===== src/include/scl_params.svh =====
// Constants of the strap status and configuration lock block
// Behaviour
// - South bit 0 shows ROM width strap
// - South bit 1 shows RTC enable strap
// - South bit 2 shows keyboard controller strap
// - South bit 3 shows clock ratio strap
// - South bit 7 reads inverted voltage strap
// - South bits 6..4 hold fixed version
// - South register index 01h, read-only, 0Fh
// - North bit 0 shows clock ratio strap
// - North bit 1 shows cache select strap
// - North bit 2 shows parity pin strap
// - North bit 3: 1 for 5V
// - North bits 7..4 hold fixed version
// - North register index 02h, read-only, 0Fh
// - Lock register index 03h, resets 00h
// - C5h unlocks, any other value locks
// - Index at port 22h, data 23h
`ifndef SCL_PARAMS_SVH
`define SCL_PARAMS_SVH

// I/O ports of the index/data pair
`define SCL_PORT_INDEX 16'h0022
`define SCL_PORT_DATA  16'h0023

// Register indices
`define SCL_IDX_SOUTH 8'h01
`define SCL_IDX_NORTH 8'h02
`define SCL_IDX_LOCK  8'h03

// Lock values and read defaults
`define SCL_UNLOCK_KEY 8'hC5
`define SCL_LOCK_RST   8'h00
`define SCL_INDEX_RST  8'h00
`define SCL_FLOAT_DATA 8'hFF

// Strap pin levels assumed before capture (all pulled up)
`define SCL_SOUTH_PIN_RST 5'h1F
`define SCL_NORTH_PIN_RST 4'hF

// South register field positions
`define SCL_S_ROM  0
`define SCL_S_RTC  1
`define SCL_S_KBD  2
`define SCL_S_CLK  3
`define SCL_S_VER  4
`define SCL_S_VOLT 7

// North register field positions
`define SCL_N_CLK   0
`define SCL_N_CACHE 1
`define SCL_N_PERR  2
`define SCL_N_VOLT  3
`define SCL_N_VER   4

`endif


===== src/include/scl_pkg.sv =====
// Types of the strap status and configuration lock block
package scl_pkg;

   // South chip strap pin levels
   typedef struct packed {
      logic cpu_voltage_strap;
      logic clock_ratio_strap;
      logic kbd_ctrl_enable_strap;
      logic rtc_enable_strap;
      logic rom_width_strap;
   } scl_south_pins_t;

   // North chip strap pin levels
   typedef struct packed {
      logic north_voltage_strap;
      logic parity_error_pin_strap;
      logic cache_select_strap;
      logic clock_ratio_strap;
   } scl_north_pins_t;

   // One host I/O cycle
   typedef struct packed {
      logic        wr;
      logic        rd;
      logic [15:0] addr;
      logic [7:0]  wdata;
   } scl_io_req_t;

endpackage


===== src/rtl/scl_strap_latch.sv =====
// Captures strap levels once after power-on reset and holds them
module scl_strap_latch
   import scl_pkg::*;
(
   input  wire logic                     clk,         // System clock
   input  wire logic                     rst_b,       // Power-on reset, active low
   input  wire scl_pkg::scl_south_pins_t south_pins,  // South strap pins
   input  wire scl_pkg::scl_north_pins_t north_pins,  // North strap pins
   output      scl_pkg::scl_south_pins_t south_q,     // Held south levels
   output      scl_pkg::scl_north_pins_t north_q,     // Held north levels
   output      logic                     captured_q   // Capture done
);
   `include "scl_params.svh"

   typedef struct packed {
      scl_south_pins_t south;
      scl_north_pins_t north;
      logic            done;
   } scl_latch_st_t;

   scl_latch_st_t st_q;
   scl_latch_st_t st_d;

   // Sample once on the first edge after release; later pin reuse is ignored
   always_comb begin
      st_d = st_q;
      if (!st_q.done) begin
         st_d.south = south_pins;
         st_d.north = north_pins;
         st_d.done  = 1'b1;
      end
   end

   // Reset loads constants only, never the pins
   always_ff @(posedge clk or negedge rst_b) begin
      if (!rst_b) begin
         st_q <= '{south: `SCL_SOUTH_PIN_RST, north: `SCL_NORTH_PIN_RST, done: 1'b0};
      end else begin
         st_q <= st_d;
      end
   end

   assign south_q    = st_q.south;
   assign north_q    = st_q.north;
   assign captured_q = st_q.done;
endmodule


===== src/rtl/scl_lock_reg.sv =====
// Configuration lock register with its unlocked flag
module scl_lock_reg
   import scl_pkg::*;
(
   input  wire logic       clk,        // System clock
   input  wire logic       rst_b,      // Power-on reset, active low
   input  wire logic       we,         // Write strobe
   input  wire logic [7:0] wdata,      // Write data
   output      logic [7:0] value_q,    // Stored lock byte
   output      logic       unlocked_q  // Key held
);
   `include "scl_params.svh"

   typedef struct packed {
      logic [7:0] value;
      logic       open;
   } scl_lock_st_t;

   scl_lock_st_t st_q;
   scl_lock_st_t st_d;

   // Flag kept as a flop so the decode never sees a compare glitch
   always_comb begin
      st_d = st_q;
      if (we) begin
         st_d.value = wdata;
         st_d.open  = (wdata == `SCL_UNLOCK_KEY);
      end
   end

   // Starts locked
   always_ff @(posedge clk or negedge rst_b) begin
      if (!rst_b) begin
         st_q <= '{value: `SCL_LOCK_RST, open: 1'b0};
      end else begin
         st_q <= st_d;
      end
   end

   assign value_q    = st_q.value;
   assign unlocked_q = st_q.open;
endmodule


===== src/rtl/scl_config_top.sv =====
// Index/data port front end with strap status and lock registers
module scl_config_top
   import scl_pkg::*;
#(
   parameter logic [2:0] SOUTH_VERSION = 3'h5,  // Arbitrary value
   parameter logic [3:0] NORTH_VERSION = 4'hA   // Arbitrary value
)
(
   input  wire logic                     clk,           // System clock
   input  wire logic                     rst_b,         // Power-on reset, active low
   input  wire scl_pkg::scl_io_req_t     io_req,        // Host I/O cycle
   input  wire scl_pkg::scl_south_pins_t south_pins,    // South strap pins
   input  wire scl_pkg::scl_north_pins_t north_pins,    // North strap pins
   output      logic [7:0]               io_rdata_q,    // Read data
   output      logic                     io_rvalid_q,   // Read data pulse
   output      logic                     cfg_unlocked,  // Configuration open
   output      scl_pkg::scl_south_pins_t south_straps,  // Held south straps
   output      scl_pkg::scl_north_pins_t north_straps   // Held north straps
);
   import scl_pkg::*;
   `include "scl_params.svh"

   typedef struct packed {
      logic [7:0] index;
      logic [7:0] rdata;
      logic       rvalid;
   } scl_main_st_t;

   scl_main_st_t st_q;
   scl_main_st_t st_d;

   logic [7:0] lock_value;
   logic       straps_done;
   logic       idx_hit;
   logic       data_hit;
   logic       lock_we;

   // Build south register image from held strap levels
   function automatic logic [7:0] south_image(input scl_south_pins_t p,
                                               input logic [2:0]     ver);
      logic [7:0] r;
      r = 8'h00;
      r[`SCL_S_ROM]  = p.rom_width_strap;
      r[`SCL_S_RTC]  = p.rtc_enable_strap;
      r[`SCL_S_KBD]  = p.kbd_ctrl_enable_strap;
      r[`SCL_S_CLK]  = p.clock_ratio_strap;
      r[`SCL_S_VER +: 3] = ver;
      r[`SCL_S_VOLT] = ~p.cpu_voltage_strap;
      return r;
   endfunction

   // Build north register image from held strap levels
   function automatic logic [7:0] north_image(input scl_north_pins_t p,
                                               input logic [3:0]     ver);
      logic [7:0] r;
      r = 8'h00;
      r[`SCL_N_CLK]   = p.clock_ratio_strap;
      r[`SCL_N_CACHE] = p.cache_select_strap;
      r[`SCL_N_PERR]  = p.parity_error_pin_strap;
      r[`SCL_N_VOLT]  = p.north_voltage_strap;
      r[`SCL_N_VER +: 4] = ver;
      return r;
   endfunction

   // Strap capture after power-on reset
   scl_strap_latch u_straps (
      .clk        (clk),
      .rst_b      (rst_b),
      .south_pins (south_pins),
      .north_pins (north_pins),
      .south_q    (south_straps),
      .north_q    (north_straps),
      .captured_q (straps_done)
   );

   // Lock register
   scl_lock_reg u_lock (
      .clk        (clk),
      .rst_b      (rst_b),
      .we         (lock_we),
      .wdata      (io_req.wdata),
      .value_q    (lock_value),
      .unlocked_q (cfg_unlocked)
   );

   // Port decode
   assign idx_hit  = (io_req.addr == `SCL_PORT_INDEX);
   assign data_hit = (io_req.addr == `SCL_PORT_DATA);
   // Lock stays reachable while locked, else nothing could unlock it
   assign lock_we  = io_req.wr && data_hit && (st_q.index == `SCL_IDX_LOCK);

   // Next state: index latch and read data
   always_comb begin
      st_d        = st_q;
      st_d.rvalid = 1'b0;
      // Answer is a one-cycle pulse; the data byte holds until the next read
      if (io_req.wr && idx_hit) begin
         st_d.index = io_req.wdata;
      end
      if (io_req.rd && idx_hit) begin
         st_d.rdata  = st_q.index;
         st_d.rvalid = 1'b1;
      end
      if (io_req.rd && data_hit) begin
         st_d.rvalid = 1'b1;
         case (st_q.index)
            `SCL_IDX_LOCK: begin
               st_d.rdata = lock_value;
            end
            `SCL_IDX_SOUTH: begin
               // Hidden while locked
               st_d.rdata = cfg_unlocked ?
                            south_image(south_straps, SOUTH_VERSION) :
                            `SCL_FLOAT_DATA;
            end
            `SCL_IDX_NORTH: begin
               st_d.rdata = cfg_unlocked ?
                            north_image(north_straps, NORTH_VERSION) :
                            `SCL_FLOAT_DATA;
            end
            default: begin
               st_d.rdata = `SCL_FLOAT_DATA;
            end
         endcase
      end
      // Writes to the status indices are dropped: read-only
   end

   // State register
   always_ff @(posedge clk or negedge rst_b) begin
      if (!rst_b) begin
         st_q <= '{index: `SCL_INDEX_RST, rdata: 8'h00, rvalid: 1'b0};
      end else begin
         st_q <= st_d;
      end
   end

   assign io_rdata_q  = st_q.rdata;
   assign io_rvalid_q = st_q.rvalid;

   logic rd_data;
   assign rd_data = io_req.rd && data_hit;

   // Qualified register reads, shared by the per-field and lock-byte checks below
   logic rd_south;
   logic rd_north;
   logic rd_lock;
   assign rd_south = rd_data && cfg_unlocked && (st_q.index == `SCL_IDX_SOUTH);
   assign rd_north = rd_data && cfg_unlocked && (st_q.index == `SCL_IDX_NORTH);
   assign rd_lock  = rd_data && (st_q.index == `SCL_IDX_LOCK);
endmodule


===== config.mk =====
export PLATFORM = sky130hd
export DESIGN_NAME = scl_config_top
export DESIGN_NICKNAME = d
export VERILOG_FILES = /design/src/include/scl_pkg.sv /design/src/rtl/scl_strap_latch.sv /design/src/rtl/scl_lock_reg.sv /design/src/rtl/scl_config_top.sv
export VERILOG_INCLUDE_DIRS = /design/src /design/src/include
export SDC_FILE = /design/constraint.sdc
export NUM_CORES = 1
export LEC_CHECK = 0
export ABC_AREA = 1
export BUFFER_PORTS_ARGS = -buffer_cell sky130_fd_sc_hd__buf_4
export CAP_MARGIN = 10
export CORE_MARGIN = 5
export CORE_UTILIZATION = 55
export CTS_BUF_LIST = sky130_fd_sc_hd__clkbuf_2
export CTS_CLUSTER_DIAMETER = 60
export CTS_CLUSTER_SIZE = 20
export DETAILED_ROUTE_END_ITERATION = 6
export GPL_TIMING_DRIVEN = 0
export PLACE_DENSITY = 0.83
export SETUP_SLACK_MARGIN = 0.1
export SYNTH_ARGS = -nofsm -noshare
export SYNTH_HDL_FRONTEND = slang
export SYNTH_HIERARCHICAL = 1
export SYNTH_SLANG_ARGS = --single-unit
export TNS_END_PERCENT = 5

===== constraint.sdc =====
create_clock -name clk -period 4.53 [get_ports clk]
set_input_delay 1.1325 -clock clk [delete_from_list [all_inputs] [get_ports clk]]
set_output_delay 1.1325 -clock clk [all_outputs]
set_load 0.01 [all_outputs]

* After elaboration in Yosys (flattened, before gate mapping) *
Index checks and enable logic that the tools add are counted.

word-level totals
  bits in registers = 36
  latch bits = 0
  RAM bits = 0
  memory bits (read-only) = 0
  bits of input ports = 37
  output and inout port bits = 19
  memories kept = 0

operators by class
  add/subtract/negate cells = 0
  multipliers = 0
  div/mod/pow operators = 0
  order comparisons = 0
  equal/unequal tests = 6
  shifts and indexed selects = 0
  multiplexer cells = 5
  bitwise gates (word level) = 1
  reductions and logical operators = 6

operators with widths
  cell                                                  number
  equality test 16 x 6 -> 1 bit, second input constant  2
  case mux 8 bit (3 select lines)                       1
  two-way mux 9 bit                                     2
  equality test 8 x 2 -> 1 bit, second input constant   2
  equality test 8 x 1 -> 1 bit, second input constant   1
  equality test 8 bit, second input constant            1
  two-way mux 8 bit                                     1
  two-way mux 7 bit                                     1
  logical AND 1 bit                                     5
  nonzero test 2 bit                                    1
  NOT 1 bit                                             1

* Logic depth before layout (Yosys ltp) *
Gate-level depths: netlist of run 1.

  word-level depth = 4
  mapped depth = 11
  mapped depth without buffers = 10

* By module *
Netlist of run 1, hierarchy kept.

by module, submodules not included
  module           times used  cells an instance  area an instance (um^2)  sequential area each (um^2)
  scl_config_top   1           192                1331.3                   425.4
  scl_strap_latch  1           40                 381.6                    261.5
  scl_lock_reg     1           43                 372.9                    225.2

* Worst setup path after synthesis of run 1 *
No wires, ideal clock.

  path type = input to register
  start = in io_req[23] (netlist bit)
  end = reg u_lock.st_q, in the netlist u_lock/value_q[1]
  library setup time = 0.126 ns
  arrival time = 2.182 ns
  required time = 4.404 ns
  slack = 2.222 ns
  stages = 10
  cell sequence = nor2_1 -> nand2_1 -> nor2_4 -> buf_6 -> nand2_1 -> nor3_1 -> buf_6 -> inv_2 -> nand2_1 -> o21ai_0

between the ends
  word-level cells in the longest chain between the ends = 3

ends and longest elaborated chain
  what                                     RTL line              RTL
  from (decl)                              scl_config_top.sv:11  input wire scl_pkg::scl_io_req_t io_req,
  equality test 16 x 6 -> 1 bit (no line)  n/a
  logical AND 1 bit (2 in series)          scl_config_top.sv:90  assign lock_we = io_req.wr && data_hit && (st_q.index == `SCL_IDX_LOCK);
  via lock_we                              scl_config_top.sv:36  logic lock_we;
  to (signal assigned)                     scl_lock_reg.sv:34    st_q <= '{value: `SCL_LOCK_RST, open: 1'b0};
  to (signal assigned)                     scl_lock_reg.sv:36    st_q <= st_d;
  to (decl)                                scl_lock_reg.sv:19    scl_lock_st_t st_q;

The timed path passes the listed nets, and every way through them passes these cells.
A chain may end at the register's enable or synchronous reset.

* Final worst setup path of run 1 *
  start = reg u_straps.st_q, in the netlist u_straps/north_q[1]
  end = out north_straps[1] (netlist bit)

RTL lines
  what                    RTL line               RTL
  from (decl)             scl_strap_latch.sv:21  scl_latch_st_t st_q;
  from (signal assigned)  scl_strap_latch.sv:37  st_q <= '{south: `SCL_SOUTH_PIN_RST, north: `SCL_NORTH_PIN_RST, done: 1'b0};
  from (signal assigned)  scl_strap_latch.sv:39  st_q <= st_d;
  to (decl)               scl_config_top.sv:18   output scl_pkg::scl_north_pins_t north_straps

No word-level cell between the ends.

==> key figures, run 1 <==
Status
  • Status: finished, final reports clean

Global route
  • Largest net degree at the start of global routing: 37
  • First-pass GRT wire length: 7220 um
  • Busiest grt layer: met2
  • Total Routing Usage GR: 17.8%
  • Total grt overflow: 0
  • Met1 GRT Util: 21.5%
  • Vias in the first global route: 1719
  • Met2 Track Usage GR: 30.7%
  • Met3 Track Usage GR: 4.63%
  • Initial antenna violation count: 0

Logic synthesis
  • Mapped Nets: 312
  • Syn_area_per_cell: 7.58 sq um
  • Register area share after synthesis: 43.7%
  • Cell Area, Synth: 2090 sq um
  • Yosys cell types: 28
  • FF+latch count, synth: 36
  • Ys Warns: 6
  • Gate Count Post-Synth: 275

Flow run
  • MaxCap Viol Count: 0

Finish
  • Most frequent cells in the layout: nand2_1 (119), buf_4 (63), nor2_1 (28), dfrtp_1 (27), inv_1 (13)
  • NumNets Final: 373
  • Area growth syn-to-layout: 24.3%
  • Commonest non-fill, non-tap cell in the layout: nand2_1
  • Antenna fix cells: 0
  • Share of cells above drive strength 1: 35.0%
  • Post-layout util: 70.8%

Floorplan
  • Die area: 5120 sq um
  • DIE WIDTH: 71.6 um
  • Num rows: 22
  • CORE AREA: 3660 sq um
  • Die height: 71.6 um
  • Initial Util: 57.0%
  • Ports: 56

Worst setup path
  • Buf/Inv on CP: 1
  • Slowest stage delay, CP: 0.59 ns
  • Crit Path Category: reg2out
  • CP max-delay cell: dfstp_2
  • Startpoint types: flip-flop
  • Crit. End Element: output pin
  • Crit-path cells: buf_4
  • Worst-path maximum fanout: 3
  • WP data required: 3.40 ns
  • Worst Path Arrival: 1.10 ns
  • Top delay family on crit path: flip-flops

Power and ir drop
  • Pwr Density: 213 nW/um^2
  • Pleak: 1.46 nW
  • Worst IR Drop VDD: 0.163 mV

Clock tree
  • # Post-CTS Setup Buffers: 0
  • H-tree depth: 2
  • Clk slew on worst S/H paths: 0.18 ns
  • Worst-Skew Late Latency: 0.39 ns
  • Sink Count: 36
  • CTS tree: built
  • Max Buffers Root-to-Sink: 2
  • Inserted Clock Buffers: 5
  • CTS Hold Bufs: 0
  • Root buffer cell: clkbuf_2
  • Cts repair resizes: 0

Routing
  • First-iteration detailed-routing DRC count: 76
  • DR WL/cell: 11.3 um
  • DRC: 0
  • Vias/cell: 4.78
  • Drt pass-1 iters: 5
  • Routed Antenna Nets: 0
  • DR vias: 1841
  • Final wirelength: 4330 um

Place
  • Quantity of I/O buffers inserted on ports: 54
  • Dpl hpwl: 3470 um
  • GPL Wtd Cong: 0.837

Worst hold path
  • Hold crit path type: reg2reg

Timing
  • Setup TNS: 0 ns
  • Fin. Hold Viols: 0
  • Peak Freq: 447 MHz
  • RSZ-0062 raised after global routing: no
  • Clock skew: 0.0283 ns
  • Count of pins over their slew limit: 0
  • Period minus WS final: 2.24 ns
  • Setup violations, final: 0
  • Final worst-path cycle share: 49.4%
## cell type report
| cell class | instances | area [sq um] |
|---|---|---|
| Tap cell | 48 | 60.1 |
| Clock inverter | 2 | 11.3 |
| Multi-Input combinational cell | 204 | 973 |
| Fill cell | 320 | 1070 |
| Timing Repair Buffer | 54 | 405 |
| Sequential cell | 36 | 912 |
| Buffer | 14 | 121 |
| Clock buffer | 6 | 30.0 |
| Inverter | 21 | 78.8 |
## cell usage after synthesis
library cell	number	area, sq um
buf_8	1	15.0
buf_2	1	5.00
nand3b_4	1	20.0
o21ai_2	2	17.5
dfrtp_1	27	676
nor3_1	1	5.00
nand2_1	119	447
dfstp_2	9	236
buf_4	9	67.6
or2_2	4	25.0
inv_2	7	26.3
inv_1	13	48.8
nor2_4	4	45.0
o211ai_1	1	7.51
clkinv_1	1	3.75
o21ai_0	1	5.00
nand3_2	1	10.0
conb_1	1	3.75
nor2_2	5	31.3
nand4_1	8	50.1
nand3_4	1	17.5
nor2_8	2	40.0
o21ai_1	6	30.0
nand3_1	12	60.1
nor2_1	28	105
nand2_4	2	22.5
buf_6	3	33.8
nand2_2	5	31.3
## through the flow
step	hold slack (ns)	setup slack, ns	power [mW]	instances	cell area [sq um]
2_1_floorplan	0.442	2.22	0.368	275	2090
3_3_place_gp	0.455	1.97	0.414	377	2550
3_5_place_dp	0.463	1.98	0.416	377	2550
4_1_cts	0.488	2.27	0.558	385	2590
5_1_grt	0.500	2.22	0.578	385	2590
6_report	0.485	2.29	0.551	385	2590
## registers in the layout, indices dropped and copies added (netlist names)
register,count
st_q,8
u_lock/value_q,8
u_straps/north_q,4
io_rdata_q,8
u_straps/south_q,5
u_lock/unlocked_q,1
u_straps/captured_q,1
io_rvalid_q,1
## kinds of logic (layout without fill, tap and decap cells)
logic type,Yosys count,after routing,synth area share [%]
DFF,36,36,43.7
and+or+nand+nor,193,193,43.6
other,1,1,0.180
AOI/OAI and AO/OA,10,10,2.88
buffers and inverters,35,97,9.60
## path summary, 6_finish.rpt
path / start / end / slack (ns) / depth (start not counted)
hold / removal: u_straps/north_q[2] / u_straps/north_q[2] / 0.48 / 2
setup / recovery: u_straps/north_q[1] / north_straps[1] / 2.29 / 1
hold reg to reg: u_straps/north_q[2] / u_straps/north_q[2] / 0.48 / 2
setup reg to reg: st_q[12] / u_lock/unlocked_q / 2.80 / 10
min in group asynchronous: rst_b / io_rdata_q[0] / 0.65 / 1
max in group asynchronous: rst_b / u_straps/south_q[4] / 3.54 / 1
## layer usage
| layer | wire (um) | vias to the layer above |
|---|---|---|
| li1 | - | 960 |
| met4 | 91 | 0 |
| met3 | 294 | 10 |
| met2 | 2150 | 50 |
| met5 | 0 | - |
| met1 | 1800 | 821 |
## report_power, final
group	switching [mW]	internal (mW)
clock	0.104	0.0385
combinational	0.0319	0.0356
sequential	0.00599	0.335
total	0.142	0.409
Note: power is estimated with default switching activity, not from simulation.
==> run 2: changes to the inputs <==
--- a/config.mk
+++ b/config.mk
@@ -6,17 +6,17 @@
 export SDC_FILE = /design/constraint.sdc
 export NUM_CORES = 1
 export LEC_CHECK = 0
-export ABC_AREA = 1
+export ABC_AREA = 0
 export BUFFER_PORTS_ARGS = -buffer_cell sky130_fd_sc_hd__buf_4
 export CAP_MARGIN = 10
 export CORE_MARGIN = 5
-export CORE_UTILIZATION = 55
+export CORE_UTILIZATION = 53
 export CTS_BUF_LIST = sky130_fd_sc_hd__clkbuf_2
 export CTS_CLUSTER_DIAMETER = 60
 export CTS_CLUSTER_SIZE = 20
 export DETAILED_ROUTE_END_ITERATION = 6
 export GPL_TIMING_DRIVEN = 0
-export PLACE_DENSITY = 0.83
+export PLACE_DENSITY = 0.82
 export SETUP_SLACK_MARGIN = 0.1
 export SYNTH_ARGS = -nofsm -noshare
 export SYNTH_HDL_FRONTEND = slang
==> constraint.sdc (replaced) <==
create_clock -name clk -period 2.1 [get_ports clk]
set_input_delay 0.525 -clock clk [delete_from_list [all_inputs] [get_ports clk]]
set_output_delay 0.525 -clock clk [all_outputs]
set_load 0.01 [all_outputs]
==> run 2 against run 1 <==
Critical endpoint is now u_lock/value_q[3]. Clock power increased by 110%. Critical path type is now in2reg. Critical path depth grew 6. Sequential power is 120% higher. Design area fell by 9.1%. Global-route usage rose by 3.2 points. Synthesized cell count decreased by 41%. Combinational power grew to 2.6 times the previous value. Setup slack got worse by 2.1 ns. Power increased by 120%. Largest power group unchanged. Highest routed layer unchanged.
==> key figures, run 2 <==
Status
  • Status: finished, final reports clean (unchanged)

Clock tree
  • CTS tree: built (unchanged)
  • H-tree depth: 2 (unchanged)
  • CTS Hold Bufs: 0 (unchanged)
  • Max Buffers Root-to-Sink: 2 (unchanged)
  • Root buffer cell: clkbuf_2 (unchanged)
  • Inserted Clock Buffers: 5 (unchanged)
  • Clk slew on worst S/H paths: 0.17 ns (was 0.18 ns)
  • Sink Count: 36 (unchanged)
  • Worst-Skew Late Latency: 0.37 ns (was 0.39 ns)

Power and ir drop
  • Worst IR Drop VDD: 0.465 mV (was 0.163 mV)
  • Pwr Density: 514 nW/um^2 (was 213 nW/um^2)
  • Pleak: 1.15 nW (was 1.46 nW)
  • Total power: 1.21 mW (was 0.551 mW)

Global route
  • Vias in the first global route: 1537 (was 1719)
  • Initial antenna violation count: 0 (unchanged)
  • Largest net degree at the start of global routing: 37 (unchanged)
  • Total grt overflow: 0 (unchanged)
  • Total Routing Usage GR: 21.1% (was 17.8%)
  • First-pass GRT wire length: 7150 um (was 7220 um)

Routing
  • Vias/cell: 5.44 (was 4.78)
  • DR vias: 1469 (was 1841)
  • Drt pass-1 iters: 5 (unchanged)
  • DRC: 0 (unchanged)
  • Routed Antenna Nets: 0 (unchanged)
  • Final wirelength: 4350 um (was 4330 um)
  • DR WL/cell: 16.1 um (was 11.3 um)
  • First-iteration detailed-routing DRC count: 49 (was 76)

Logic synthesis
  • Register area share after synthesis: 50.5% (was 43.7%)
  • Share of the synthesized area in the top cell type: 37.4% (was 32.4%)
  • Yosys cell types: 31 (was 28)
  • Count leader, synth: dfrtp_1 (was nand2_1)
  • Async set-or-reset flop fraction in the synthesized netlist: 100% (unchanged)
  • Most used DFF post-synth: dfrtp_1 (unchanged)
  • Ys Warns: 6 (unchanged)
  • Gate Count Post-Synth: 161 (was 275)
  • Syn_area_per_cell: 11.2 sq um (was 7.58 sq um)
  • Synth Area in Adders: 0% (unchanged)
  • Cell Area, Synth: 1810 sq um (was 2090 sq um)
  • Dominant cells by area after synthesis: dfrtp_1 (37%), dfstp_2 (13%), mux2_2 (9.3%) (was dfrtp_1 (32%), nand2_1 (21%), dfstp_2 (11%))
  • Post-synthesis compound-gate area fraction: 9.70% (was 2.88%)
  • Mux contribution to synthesized area: 16.8% (was 0%)
  • Area leader, netlist: dfrtp_1 (unchanged)
  • Mapped Nets: 198 (was 312)
  • EDFF count, synth: 0 (unchanged)
  • Largest family of logic cells by synthesized area: multiplexers (was simple AND/OR/NAND/NOR gates)
  • FF+latch count, synth: 36 (unchanged)
  • Synth Area in XOR/XNOR: 0% (unchanged)
  • Simple-gate area share of the yosys netlist: 16.6% (was 43.6%)
  • Synth cell count leaders: dfrtp_1 (27), nand2_1 (16), mux2_2 (15), o21ai_0 (14) (was nand2_1 (119), nor2_1 (28), dfrtp_1 (27), inv_1 (13), nand3_1 (12))

Floorplan
  • Ports: 56 (unchanged)
  • CORE AREA: 3310 sq um (was 3660 sq um)
  • Num rows: 21 (was 22)
  • Initial Util: 54.6% (was 57.0%)
  • Die area: 4680 sq um (was 5120 sq um)
  • DIE WIDTH: 68.4 um (was 71.6 um)
  • Die height: 68.4 um (was 71.6 um)

Finish
  • Area growth syn-to-layout: 30.5% (was 24.3%)
  • Commonest non-fill, non-tap cell in the layout: buf_4 (was nand2_1)
  • Most frequent cells in the layout: buf_4 (65), dfrtp_1 (26), nand2_1 (16), mux2_2 (15), o21ai_0 (14) (was nand2_1 (119), buf_4 (63), nor2_1 (28), dfrtp_1 (27), inv_1 (13))
  • NumNets Final: 260 (was 373)
  • Share of cells above drive strength 1: 51.8% (was 35.0%)
  • Antenna fix cells: 0 (unchanged)
  • Non-Filler Instances: 270 (was 385)

Worst setup path
  • Startpoint types: primary input (was flip-flop)
  • Worst Path Arrival: 2.22 ns (was 1.10 ns)
  • Worst-path maximum fanout: 10 (was 3)
  • Crit. End Element: flip-flop (was output pin)
  • R2R depth: 5 (was 10)
  • Crit Path Category: in2reg (was reg2out)
  • WP data required: 2.38 ns (was 3.40 ns)

Place
  • Dpl hpwl: 3300 um (was 3470 um)
  • GPL Wtd Cong: 0.831 (was 0.837)
  • Cells after DPL: 262 (was 377)
  • Quantity of I/O buffers inserted on ports: 55 (was 54)

Timing
  • RSZ-0062 raised after global routing: yes (was no)
  • Count of pins over their slew limit: 0 (unchanged)
  • Clock skew: 0.00773 ns (was 0.0283 ns)
  • Peak Freq: 515 MHz
  • Setup violations, final: 0 (unchanged)
  • Fin. Hold Viols: 0 (unchanged)
  • Period minus WS final: 1.94 ns
  • Final worst-path cycle share: 92.5%
  • Setup TNS: 0 ns (unchanged)

Flow run
  • MaxCap Viol Count: 0 (unchanged)

Worst hold path
  • Hold crit path type: in2async (was reg2reg)
## run 2: critical path: stages
cell	delay [ns]
buf_4	0.12
nor4_4	0.31
nand2_1	0.12
or4_1	0.42
nor4_2	0.14
buf_4	0.22
mux2_2	0.35
## run 2: cells by family (layout without fill, tap and decap cells)
kind of cell    after synthesis  in the layout
compound gates               29             29
buf+inv                      19             82
flops                        36             36
mux                          24             24
other cells                   1              1
simple gates                 52             52
## run 2: layout make-up
class                      instances  area [sq um]
fill                             261           953
sequential                        36           913
multi-input combinational        106           816
timing repair buffer              56           420
buffer                            15           100
tap                               46          57.6
clock buffer                       5          25.0
clock inverter                     3          13.8
inverter                           3          11.3
## run 2: layer usage
layer  share of wire (%)  vias up  global-route usage, %
met3                 5.1        4                   5.75
met4                0.83        0                   5.71
li1                    -      694                      -
met2                  54       51                   36.5
met1                  40      720                   25.5
met5                   0        -                      0
## run 2: worst paths after layout
check,startpoint,end,slack [ns]
max,io_req[15],u_lock/value_q[3],0.16
min,rst_b,u_straps/captured_q,0.07
max reg2reg,st_q[15],u_lock/value_q[3],0.20
min reg2reg,io_rdata_q[1],io_rdata_q[1],0.51
max in group asynchronous,rst_b,u_straps/north_q[2],1.69
min in group clk,south_pins[4],u_straps/south_q[4],0.37
## run 2: per-stage QoR
step	hold WS [ns]	util (%)	setup slack (ns)	instance area (sq um)
CTS	0.0637	70.6	0.157	2340
global placement	0.463	69.4	-0.207	2300
global route	0.0737	71.2	0.0823	2360
finish	0.0677	71.2	0.158	2360
floorplan	0.229	-	0.0138	1830
detailed placement	0.473	69.4	-0.242	2300
## run 2: power by group
part,internal [mW],switching [mW],total [mW],leakage (nW)
registers,0.726,0.0177,0.744,0.458
clock network,0.0746,0.218,0.293,0.0302
logic,0.103,0.0723,0.176,0.665
total,0.904,0.308,1.21,1.15
## run 2: what timing repair did
item / 4_1_cts / 5_1_grt
gates resized for setup: 1 / 4
pin swaps: 0 / 0
setup buffers: 0 / 1
endpoints found under the hold margin: 0 / 0
setup endpoints to repair: 8 / 8
==> run 3: changes to the inputs <==
--- a/config.mk
+++ b/config.mk
@@ -7,7 +7,7 @@
 export NUM_CORES = 1
 export LEC_CHECK = 0
 export ABC_AREA = 0
-export BUFFER_PORTS_ARGS = -buffer_cell sky130_fd_sc_hd__buf_4
+export BUFFER_PORTS_ARGS = -buffer_cell sky130_fd_sc_hd__buf_2
 export CAP_MARGIN = 10
 export CORE_MARGIN = 5
 export CORE_UTILIZATION = 53
@@ -22,4 +22,3 @@
 export SYNTH_HDL_FRONTEND = slang
 export SYNTH_HIERARCHICAL = 1
 export SYNTH_SLANG_ARGS = --single-unit
-export TNS_END_PERCENT = 5
==> run 3 against run 2 <==
Clock-buffer cell count is 1 higher. Utilization decreased by 3.9 points. Clock power is 5% higher. Largest power group unchanged. Final cell count up 0.37%. Critical endpoint is now u_lock/value_q[4]. Critical path type unchanged. Clock skew rose by 0.0044 ns.
==> key figures, run 3 (synthesized netlist as in run 2, its figures left out) <==
Finish
  • Area taken by multi-input logic gates: 816 sq um (unchanged)
  • Share of cells above drive strength 1: 51.6% (was 51.8%)
  • Antenna fix cells: 0 (unchanged)
  • Area growth syn-to-layout: 23.3% (was 30.5%)
  • Seq. cell area: 912 sq um (was 913 sq um)
  • NumNets Final: 261 (was 260)
  • Fill cell count: 283 (was 261)
  • Commonest non-fill, non-tap cell in the layout: buf_2 (was buf_4)
  • Most frequent cells in the layout: buf_2 (56), dfrtp_1 (27), nand2_1 (16), mux2_2 (15), o21ai_0 (14) (was buf_4 (65), dfrtp_1 (26), nand2_1 (16), mux2_2 (15), o21ai_0 (14))

Routing
  • DR WL/cell: 14.5 um (was 16.1 um)
  • Routed Antenna Nets: 0 (unchanged)
  • DR vias: 1423 (was 1469)
  • Vias/cell: 5.25 (was 5.44)
  • First-iteration detailed-routing DRC count: 80 (was 49)
  • Final wirelength: 3940 um (was 4350 um)
  • DRC: 0 (unchanged)
  • Drt pass-1 iters: 4 (was 5)

Clock tree
  • Sink Count: 36 (unchanged)
  • Root buffer cell: clkbuf_2 (unchanged)
  • CTS tree: built (unchanged)
  • Inserted Clock Buffers: 5 (unchanged)
  • Max Buffers Root-to-Sink: 2 (unchanged)
  • H-tree depth: 2 (unchanged)
  • Clk slew on worst S/H paths: 0.17 ns (about the same)
  • CTS Hold Bufs: 0 (unchanged)
  • Worst-Skew Late Latency: 0.38 ns (was 0.37 ns)

Floorplan
  • CORE AREA: 3310 sq um (unchanged)
  • Die height: 68.4 um (unchanged)
  • DIE WIDTH: 68.4 um (unchanged)
  • Initial Util: 54.6% (unchanged)
  • Die area: 4680 sq um (unchanged)
  • Num rows: 21 (unchanged)
  • Ports: 56 (unchanged)

Timing
  • Fin. Hold Viols: 0 (unchanged)
  • Period minus WS final: 1.90 ns (was 1.94 ns)
  • Final worst-path cycle share: 90.6% (was 92.5%)
  • RSZ-0062 raised after global routing: yes (unchanged)
  • Slew @ Worst Pin: 0.751 ns
  • WHS: 0.180 ns (was 0.0677 ns)
  • Worst Setup Slack, final: 0.198 ns (was 0.158 ns)
  • Count of pins over their slew limit: 0 (unchanged)
  • Clock skew: 0.0121 ns (was 0.00773 ns)
  • Peak Freq: 526 MHz (was 515 MHz)
  • Setup violations, final: 0 (unchanged)
  • Rel. slew slack: 49.9%

Place
  • Quantity of I/O buffers inserted on ports: 55 (unchanged)
  • GPL Wtd Cong: 0.757 (was 0.831)
  • Dpl hpwl: 2930 um (was 3300 um)
  • Dpl ws: -0.221 ns (was -0.242 ns)

Worst setup path
  • Crit Path Category: in2reg (unchanged)
  • R2R depth: 5 (unchanged)
  • Crit. End Element: flip-flop (unchanged)
  • CP endpoint: u_lock/value_q[4] (was u_lock/value_q[3])
  • CP startpoint: io_req[18] (was io_req[15])
  • Setup slack, reg-to-reg: 0.20 ns (about the same)
  • WP data required: 2.39 ns (was 2.38 ns)
  • Worst R2R End: u_lock/value_q[4] (was u_lock/value_q[3])
  • Startpoint types: primary input (unchanged)
  • Worst-path maximum fanout: 10 (unchanged)
  • Worst Path Arrival: 2.19 ns (was 2.22 ns)
  • R2r startpoint: st_q[15] (unchanged)

Global route
  • Total grt overflow: 0 (unchanged)
  • Vias in the first global route: 1344 (was 1537)
  • Largest net degree at the start of global routing: 37 (unchanged)
  • Initial antenna violation count: 0 (unchanged)
  • Total Routing Usage GR: 18.3% (was 21.1%)
  • First-pass GRT wire length: 6220 um (was 7150 um)

Power and ir drop
  • Pwr Density: 537 nW/um^2 (was 514 nW/um^2)
  • Worst IR Drop VDD: 0.350 mV (was 0.465 mV)
  • Pleak: 1.12 nW (was 1.15 nW)

Flow run
  • MaxCap Viol Count: 0 (unchanged)

Worst hold path
  • Hold crit path type: in2async (unchanged)

Status
  • Status: finished, final reports clean (unchanged)
## run 3: final cells by class
type	instances	share of cell area [%]
sequential	36	40.9
multi-input combinational	106	36.6
timing repair buffer	57	13.0
buffer	15	4.49
tap	46	2.58
clock buffer	6	1.35
clock inverter	2	0.505
inverter	3	0.505
## run 3: metrics by stage
step	setup TNS, ns	power [mW]	std cells	instance area (sq um)	utilization, %
final	0	1.20	271	2230	67.3
after floorplan	0	0.815	161	1830	-
after CTS	0	1.20	270	2210	66.7
after global placement	-1.66	0.895	262	2160	65.2
after global routing	0	1.25	271	2230	67.3
after detailed placement	-1.69	0.900	262	2160	65.2
## run 3: worst min path at each step
stage / startpoint / endpoint / slack, ns / depth (start not counted)
5_1_grt: rst_b / st_q[9] / 0.22 / 1
4_1_cts: rst_b / st_q[10] / 0.19 / 1
6_report: rst_b / u_straps/captured_q / 0.18 / 1
3_3_place_gp: io_rdata_q[5] / io_rdata_q[5] / 0.47 / 2
2_1_floorplan: rst_b / io_rdata_q[0] / 0.23 / 0
3_5_place_dp: io_rdata_q[3] / io_rdata_q[3] / 0.47 / 2
## run 3: routing by layer
layer	global-route usage, %	wire length (um)	vias up
li1	-	-	690
met1	23.7	1680	686
met2	29.8	2020	40
met3	3.45	177	7
met4	7.94	54	0
met5	0	0	-
## run 3: what timing repair did
item / 4_1_cts / 5_1_grt
pin swaps: 0 / 1
gates resized for setup: 1 / 3
setup endpoints to repair: 8 / 9
buffers inserted: 0 / 2
## run 3: where the power goes
group,internal [mW],leakage [nW],switching (mW)
clock,0.0831,0.0266,0.225
combinational,0.0753,0.630,0.0700
sequential,0.726,0.459,0.0161
total,0.885,1.12,0.311
## run 3: critical path: stages
cell and delay [ns]:
buf_2 0.12, nor4_4 0.31, nand2_1 0.11, or4_1 0.42, nor4_2 0.14, buf_4 0.22
mux2_2 0.35
